`config.mk`:
```
export PLATFORM = sky130hd
export DESIGN_NAME = bq_sram_ctl_flat
export DESIGN_NICKNAME = d
export VERILOG_FILES = /design/src/bq_pkg.sv /design/src/bq_link_if.sv /design/src/bq_sram_ctl.sv /design/src/flat_wrapper.sv
export VERILOG_INCLUDE_DIRS = /design/src
export SDC_FILE = /design/constraint.sdc
export NUM_CORES = 1
export LEC_CHECK = 0
export BUFFER_PORTS_ARGS = -buffer_cell sky130_fd_sc_hd__buf_2
export CELL_PAD_IN_SITES_DETAIL_PLACEMENT = 0
export CELL_PAD_IN_SITES_GLOBAL_PLACEMENT = 1
export CORE_MARGIN = 3
export CORE_UTILIZATION = 34
export CTS_CLUSTER_SIZE = 25
export DETAILED_ROUTE_END_ITERATION = 6
export PLACE_DENSITY = 0.61
export RECOVER_POWER = 50
export SLEW_MARGIN = 20
export SYNTH_ARGS = -nofsm -noshare
export SYNTH_HDL_FRONTEND = slang
export SYNTH_SLANG_ARGS = --single-unit
```
`constraint.sdc`:
```
create_clock -name ref_clk_i -period 2.2 [get_ports ref_clk_i]
set_input_delay 0 -clock ref_clk_i [delete_from_list [all_inputs] [get_ports ref_clk_i]]
set_output_delay 0 -clock ref_clk_i [all_outputs]
set_load 0.01 [all_outputs]
```
`src/bq_cfg.svh`:
```
// constants of the burst-of-two separate-io sram link
`ifndef BQ_CFG_SVH
`define BQ_CFG_SVH
`define BQ_DATA_W      36
`define BQ_NARROW_W    18
`define BQ_WORD_W      72
`define BQ_ADDR_W      23
`define BQ_ENTRIES     16
`define BQ_IDX_W       4
`define BQ_CNT_W       2
`define BQ_PH_ACCEPT   2'h1
`define BQ_PH_LAUNCH   2'h2
`define BQ_PH_SAMPLE   2'h3
`define BQ_PH_HIGH_MAX 2'h1
`define BQ_STRAP_SPLIT 1'h1
`define BQ_STRAP_BURST 1'h0
`define BQ_RD_STAGES   2
`endif

```
`src/bq_pkg.sv`:
```
// shared types of the burst-of-two sram link
`include "bq_cfg.svh"
package bq_pkg;
  typedef logic [`BQ_DATA_W-1:0] bq_beat_t;
  typedef logic [`BQ_WORD_W-1:0] bq_word_t;
  typedef logic [`BQ_ADDR_W-1:0] bq_addr_t;
  typedef logic [`BQ_IDX_W-1:0]  bq_idx_t;

  // device state, link clock domain
  typedef struct packed {
    logic [2:0]                  strap_s1;
    logic [2:0]                  strap_s2;
    logic                        wr_hi_due;
    bq_idx_t                     wr_idx;
    bq_beat_t                    wr_lo;
    logic [`BQ_RD_STAGES-1:0]    rd_stage;
    bq_idx_t                     rd_idx1;
    bq_idx_t                     rd_idx2;
    logic                        out_due;
    logic                        hi_due;
    bq_word_t                    out_word;
    bq_beat_t                    dout;
    logic                        dvalid;
    bq_word_t [`BQ_ENTRIES-1:0]  mem;
  } bq_dev_state_t;

  // controller state, reference clock domain
  typedef struct packed {
    logic [`BQ_CNT_W-1:0] cnt;
    logic                 link_clk;
    logic                 rd_en;
    logic                 wr_en;
    bq_addr_t             rd_addr;
    bq_addr_t             wr_addr;
    bq_beat_t             wdata;
    logic                 wstrobe;
    logic                 beat2_due;
    logic                 beat2_wr;
    bq_beat_t             wr_hi;
    logic                 launch_due;
    logic                 launch_rd;
    logic                 launch_wr;
    bq_word_t             wr_word;
    logic [`BQ_DATA_W:0]  rsync1;
    logic [`BQ_DATA_W:0]  rsync2;
    logic                 have_lo;
    bq_beat_t             rd_lo;
    bq_word_t             rd_data;
    logic                 rd_valid;
  } bq_ctl_state_t;
endpackage : bq_pkg

```
`src/bq_link_if.sv`:
```
// link wires between memory controller and sram device
`timescale 1ns/1ps
`default_nettype none
interface bq_link_if;
  logic             master_timing_input;
  logic             rd_en;
  logic             wr_en;
  bq_pkg::bq_addr_t addr_input_rd;
  bq_pkg::bq_addr_t addr_input_wr;
  bq_pkg::bq_beat_t wdata;
  logic             write_data_strobe;
  logic             width_strap;
  logic             io_split_strap;
  logic             burst_length_strap;
  bq_pkg::bq_beat_t rdata;
  logic             read_valid_flag;

  modport dev (
    input  master_timing_input, rd_en, wr_en, addr_input_rd, addr_input_wr, wdata,
    input  write_data_strobe, width_strap, io_split_strap, burst_length_strap,
    output rdata, read_valid_flag
  );
  modport ctl (
    output master_timing_input, rd_en, wr_en, addr_input_rd, addr_input_wr, wdata,
    output write_data_strobe, width_strap, io_split_strap, burst_length_strap,
    input  rdata, read_valid_flag
  );
endinterface : bq_link_if
`default_nettype wire

```
`src/bq_sram_ctl.sv`:
```
// memory controller end: clock divider, command launch, read reassembly
`timescale 1ns/1ps
`default_nettype none
`include "bq_cfg.svh"
module bq_sram_ctl (
  input  wire logic             ref_clk_i,    // controller clock
  input  wire logic             rst_b_i,      // async reset, active low
  input  wire logic             width_x18_i,  // select 18-bit organisation
  input  wire logic             rd_req_i,     // read request
  input  wire bq_pkg::bq_addr_t rd_addr_i,    // read address
  input  wire logic             wr_req_i,     // write request
  input  wire bq_pkg::bq_addr_t wr_addr_i,    // write address
  input  wire bq_pkg::bq_word_t wr_data_i,    // write word, low beat in low half
  output logic                  req_ready_o,  // requests taken this cycle
  output bq_pkg::bq_word_t      rd_data_o,    // reassembled read word
  output logic                  rd_valid_o,   // read word valid pulse
  bq_link_if.ctl                link          // link to the device
);
  bq_pkg::bq_ctl_state_t st_reg;
  bq_pkg::bq_ctl_state_t st_next;

  // one request slot per link cycle, none while a second beat is due
  assign req_ready_o = (st_reg.cnt == `BQ_PH_ACCEPT) && !st_reg.beat2_due && !st_reg.launch_due;

  always_comb begin
    st_next          = st_reg;
    st_next.rd_valid = 1'h0;
    st_next.cnt      = st_reg.cnt + `BQ_CNT_W'(1);
    // link clock high in the first half of each period
    st_next.link_clk = (st_next.cnt <= `BQ_PH_HIGH_MAX);
    // take a request; read and write may come together
    if (req_ready_o && (rd_req_i || wr_req_i)) begin
      st_next.launch_due = 1'h1;
      st_next.launch_rd  = rd_req_i;
      st_next.launch_wr  = wr_req_i;
      st_next.rd_addr    = rd_addr_i;
      st_next.wr_addr    = wr_addr_i;
      st_next.wr_word    = wr_data_i;
    end
    // drive link one ref cycle after the falling edge so the device sees it settled
    if (st_reg.cnt == `BQ_PH_LAUNCH) begin
      st_next.rd_en   = 1'h0;
      st_next.wr_en   = 1'h0;
      st_next.wstrobe = 1'h0;
      if (st_reg.launch_due) begin
        st_next.launch_due = 1'h0;
        st_next.rd_en      = st_reg.launch_rd;
        st_next.wr_en      = st_reg.launch_wr;
        st_next.wdata      = st_reg.wr_word[`BQ_DATA_W-1:0];
        st_next.wstrobe    = st_reg.launch_wr;
        st_next.wr_hi      = st_reg.wr_word[`BQ_WORD_W-1:`BQ_DATA_W];
        st_next.beat2_due  = 1'h1;
        st_next.beat2_wr   = st_reg.launch_wr;
      end else if (st_reg.beat2_due) begin
        // second beat of the burst
        st_next.beat2_due = 1'h0;
        st_next.wdata     = st_reg.wr_hi;
        st_next.wstrobe   = st_reg.beat2_wr;
      end
    end
    // read data from the link domain, two flops deep
    st_next.rsync1 = {link.read_valid_flag, link.rdata};
    st_next.rsync2 = st_reg.rsync1;
    // pair the two read beats, low first
    if ((st_reg.cnt == `BQ_PH_SAMPLE) && st_reg.rsync2[`BQ_DATA_W]) begin
      if (!st_reg.have_lo) begin
        st_next.have_lo = 1'h1;
        st_next.rd_lo   = st_reg.rsync2[`BQ_DATA_W-1:0];
      end else begin
        st_next.have_lo  = 1'h0;
        st_next.rd_data  = {st_reg.rsync2[`BQ_DATA_W-1:0], st_reg.rd_lo};
        st_next.rd_valid = 1'h1;
      end
    end else if ((st_reg.cnt == `BQ_PH_SAMPLE) && st_reg.have_lo) begin
      st_next.have_lo = 1'h0;  // lone beat dropped
    end
  end

  always_ff @(posedge ref_clk_i or negedge rst_b_i) begin
    if (!rst_b_i) begin
      st_reg <= '0;
    end else begin
      st_reg <= st_next;
    end
  end

  // link clock made here by division
  assign link.master_timing_input = st_reg.link_clk;
  assign link.rd_en               = st_reg.rd_en;
  assign link.wr_en               = st_reg.wr_en;
  assign link.addr_input_rd       = st_reg.rd_addr;
  assign link.addr_input_wr       = st_reg.wr_addr;
  assign link.wdata               = st_reg.wdata;
  assign link.write_data_strobe   = st_reg.wstrobe;
  // straps
  assign link.width_strap         = width_x18_i;
  assign link.io_split_strap      = `BQ_STRAP_SPLIT;
  assign link.burst_length_strap  = `BQ_STRAP_BURST;
  assign rd_data_o                = st_reg.rd_data;
  assign rd_valid_o               = st_reg.rd_valid;
endmodule : bq_sram_ctl
`default_nettype wire

```
`src/flat_wrapper.sv`:
```
// flat-port wrapper written by rule: the top's interface ports become plain ports
module bq_sram_ctl_flat 
  (ref_clk_i, rst_b_i, width_x18_i, rd_req_i, rd_addr_i, wr_req_i, wr_addr_i, wr_data_i, req_ready_o, rd_data_o, rd_valid_o, link_master_timing_input, link_rd_en, link_wr_en, link_addr_input_rd, link_addr_input_wr, link_wdata, link_write_data_strobe, link_width_strap, link_io_split_strap, link_burst_length_strap, link_rdata, link_read_valid_flag);
  bq_link_if link_i ();
  input  wire logic ref_clk_i;
  input  wire logic rst_b_i;
  input  wire logic width_x18_i;
  input  wire logic rd_req_i;
  input  wire bq_pkg::bq_addr_t rd_addr_i;
  input  wire logic wr_req_i;
  input  wire bq_pkg::bq_addr_t wr_addr_i;
  input  wire bq_pkg::bq_word_t wr_data_i;
  output logic req_ready_o;
  output bq_pkg::bq_word_t rd_data_o;
  output logic rd_valid_o;
  output wire logic [$bits(link_i.master_timing_input)-1:0] link_master_timing_input;
  output wire logic [$bits(link_i.rd_en)-1:0] link_rd_en;
  output wire logic [$bits(link_i.wr_en)-1:0] link_wr_en;
  output wire logic [$bits(link_i.addr_input_rd)-1:0] link_addr_input_rd;
  output wire logic [$bits(link_i.addr_input_wr)-1:0] link_addr_input_wr;
  output wire logic [$bits(link_i.wdata)-1:0] link_wdata;
  output wire logic [$bits(link_i.write_data_strobe)-1:0] link_write_data_strobe;
  output wire logic [$bits(link_i.width_strap)-1:0] link_width_strap;
  output wire logic [$bits(link_i.io_split_strap)-1:0] link_io_split_strap;
  output wire logic [$bits(link_i.burst_length_strap)-1:0] link_burst_length_strap;
  input wire logic [$bits(link_i.rdata)-1:0] link_rdata;
  input wire logic [$bits(link_i.read_valid_flag)-1:0] link_read_valid_flag;
  assign link_master_timing_input = link_i.master_timing_input;
  assign link_rd_en = link_i.rd_en;
  assign link_wr_en = link_i.wr_en;
  assign link_addr_input_rd = link_i.addr_input_rd;
  assign link_addr_input_wr = link_i.addr_input_wr;
  assign link_wdata = link_i.wdata;
  assign link_write_data_strobe = link_i.write_data_strobe;
  assign link_width_strap = link_i.width_strap;
  assign link_io_split_strap = link_i.io_split_strap;
  assign link_burst_length_strap = link_i.burst_length_strap;
  assign link_i.rdata = link_rdata;
  assign link_i.read_valid_flag = link_read_valid_flag;
  bq_sram_ctl u_core (.ref_clk_i(ref_clk_i), .rst_b_i(rst_b_i), .width_x18_i(width_x18_i), .rd_req_i(rd_req_i), .rd_addr_i(rd_addr_i), .wr_req_i(wr_req_i), .wr_addr_i(wr_addr_i), .wr_data_i(wr_data_i), .req_ready_o(req_ready_o), .rd_data_o(rd_data_o), .rd_valid_o(rd_valid_o), .link(link_i));
endmodule
```
==> impl_metrics.toml <==
[outcome]
outcome = "finished clean"

[synthesis]
postSynthNetCount = 1198
synth.yosys.warnings = 0
synth.distinct_cells = 28
ys_dominant_reg_cell = "dfrtp_1"
synth-edff-count = 0
yosys_register_bits = 385
async_sr_flop_fraction_pct = 100
synthesis.area_per_instance_sq_um = 15.1
synth.yosys.seq_area_share_pct = 61.6
synth_area_sq_um = 15600
netlist_instances = 1035

[place]
place.detailed.instances = 1765
placement.io_buffers = 318
place_hpwl_mm = 22.3
gp_congestion = 0.714

[cells_and_area]
final_core_util_pct = 44.6
drive_above_1_share_pct = 48.3
area_growth_syn_to_layout_pct = 27.7
largest_register_ffs = 189
total_area_of_multi_input_combinational_cells_sq_um = 4380
seq_area_sq_um = 9640
num-nets-final = 1546
n_fill_cell = 4065
final_cell_count_no_fill = 2014

[sta]
report.final.setup_viol = 0
worstMarginPinSlew_ps = 1030
headroom_to_the_max_slew_limit_pct = 31.2
max_freq_mhz = 535
final.min_clock_period_ps = 1870
setup_total_negative_slack_ps = 0
rsz0062_at_grt = "no"
finalCritPeriodShare_pct = 84.9
fin_skew_ps = 9.46
final_slew_violations = 0
hold_violations = 0

[die]
rows = 77
dieHeight_microns = 220
die_w_microns = 220
initial_utilization_pct = 34.9
design.portCount = 323
floorplan.core_area_sq_um = 44800
area_enclosed_by_the_die_boundary_sq_um = 48600

[grt]
gr-usage-all-layers_pct = 14.1
grt_pass1_wl_mm = 53.9
pin_count_of_the_biggest_net_entering_global_routing = 79
initial_antenna_violation_count = 7
vias_in_the_first_global_route = 9492
grt_overflow_total = 0

[flow_run]
maxCapViolations = 0

[clocking]
tritoncts.num_buffers = 43
root_buffer = "clkbuf_16"
cts_buffer_depth = 3
cts_resized = 0
tritoncts = "built"
clkTransAtPathRegs_ps = 60
numClockSinks = 385
worst_skew_pair.late_latency_ps = 550
cts_max_level = 2

[power]
peakVddDrop_mv = 0.603
static_leakage_power_nw = 9.27
pwr_density_cell_nw_per_um2 = 998
fin_total_pwr_w = 0.0199

[critical_path]
end_kind = "flop"
kind_of_launch_point_of_the_worst_setup_path = "flop"
crit_type = "flop to flop"
timing.critical_path.fanout_max = 16
critical_path_required_ps = 2630
worst_ep_arrival_time_ps = 2300

[routing]
detailed_route_via_count = 8947
detail_route.drc_violations = 0
initialDrtViolationCount = 466
vias_per_cell = 4.44
drt_pass1_iterations = 6
wirelength_mm = 34.5
final_antenna_net_count = 0
routedWlPerCell_microns = 17.1

[min_path]
worstHoldPathType = "input port to primary output"
-- report_power, final --
group | internal (W) | switching, W | leakage, nW
clock | 0.00461 | 0.00288 | 0.748
sequential | 0.00833 | 0.000700 | 4.57
combinational | 0.00198 | 0.00142 | 3.95
-- timing repair --
action                                  CTS  global route
hold buffers                            160             0
setup buffers                             0             5
endpoints found under the hold margin   542             0
endpoints found under the setup margin    0            13
-- layer usage --
layer / up-vias / global-route usage, % / routed length (microns)
met2: 233 / 21.3 / 15300
met1: 4510 / 19.8 / 16000
met3: 62 / 3.79 / 2260
li1: 4136 / - / -
met4: 6 / 4.72 / 854
met5: - / 0 / 28
-- final timing paths --
kind	to	cells past startpoint	slack, ps	from
setup / recovery	u_core.st_reg[248]	7	330	u_core.st_reg[384]
hold / removal	link_width_strap	0	0.07	width_x18_i
setup reg to reg	u_core.st_reg[248]	7	330	u_core.st_reg[384]
hold reg to reg	u_core.st_reg[144]	0	340	u_core.st_next[144]
max in group asynchronous	u_core.st_reg[296]	3	470	rst_b_i
min in group asynchronous	u_core.st_reg[88]	3	580	rst_b_i
-- critical path, stage by stage (launching register included) --
cell     delay (ps)
dfrtp_1         400
inv_1            60
ha_1            130
nor3b_4         240
o21a_4          220
buf_12          160
buf_12          170
mux2_2          340
-- cell usage in the layout, fill, tap and decap left out, types with 8 or more instances in the layout --
cell             n
a21oi_1         36
o21ai_0         39
mux2_2         162
buf_4           12
o22ai_1         37
inv_1            8
buf_2          306
nand3b_1        35
clkbuf_8        12
clkinv_2         9
clkbuf_1        18
dlygate4sd3_1  159
clkbuf_16       45
dfrtp_1        384
mux2_4         100
buf_12          17
-- through the flow --
stage	instance area [sq um]	hold WS, ps	setup WS, ps
floorplan	15600	-296	462
detailed placement	16800	-31.2	104
CTS	20000	0.122	86.5
global route	20000	0.0736	111
finish	20000	0.0745	331
global placement	16800	-31.1	148
-- cells in the mapped netlist (2+ instances only) --
cell	count	area, sq um
a21oi_1	36	180
buf_1	6	22.5
buf_12	12	240
buf_2	19	95.1
buf_4	157	1180
clkbuf_1	14	52.6
conb_1	2	7.51
dfrtp_1	385	9630
ha_1	3	37.5
inv_1	8	30.0
mux2_2	162	1820
mux2_4	100	1500
nand2_1	6	22.5
nand3_1	3	15.0
nand3b_1	35	263
o21ai_0	39	195
o22ai_1	37	231
-- cells by family after synthesis --
kind of cell / share of synthesized area (%)
DFF: 61.6
muxes: 21.3
buffers and inverters: 10.5
AOI/OAI and AO/OA: 4.18
and+or+nand+nor: 2.15
adders and majority gates: 0.240
other: 0.0480
-- cell type report --
type / count / area share, %
flip-flops and latches: 385 / 48.3
multi-input cells: 432 / 21.9
repair buffers: 512 / 18.3
clock buffers: 63 / 6.58
well taps: 592 / 3.71
clock inverters: 16 / 0.953
inverters: 9 / 0.169
diodes: 5 / 0.0627
Note: power is estimated with default switching activity, not from simulation.
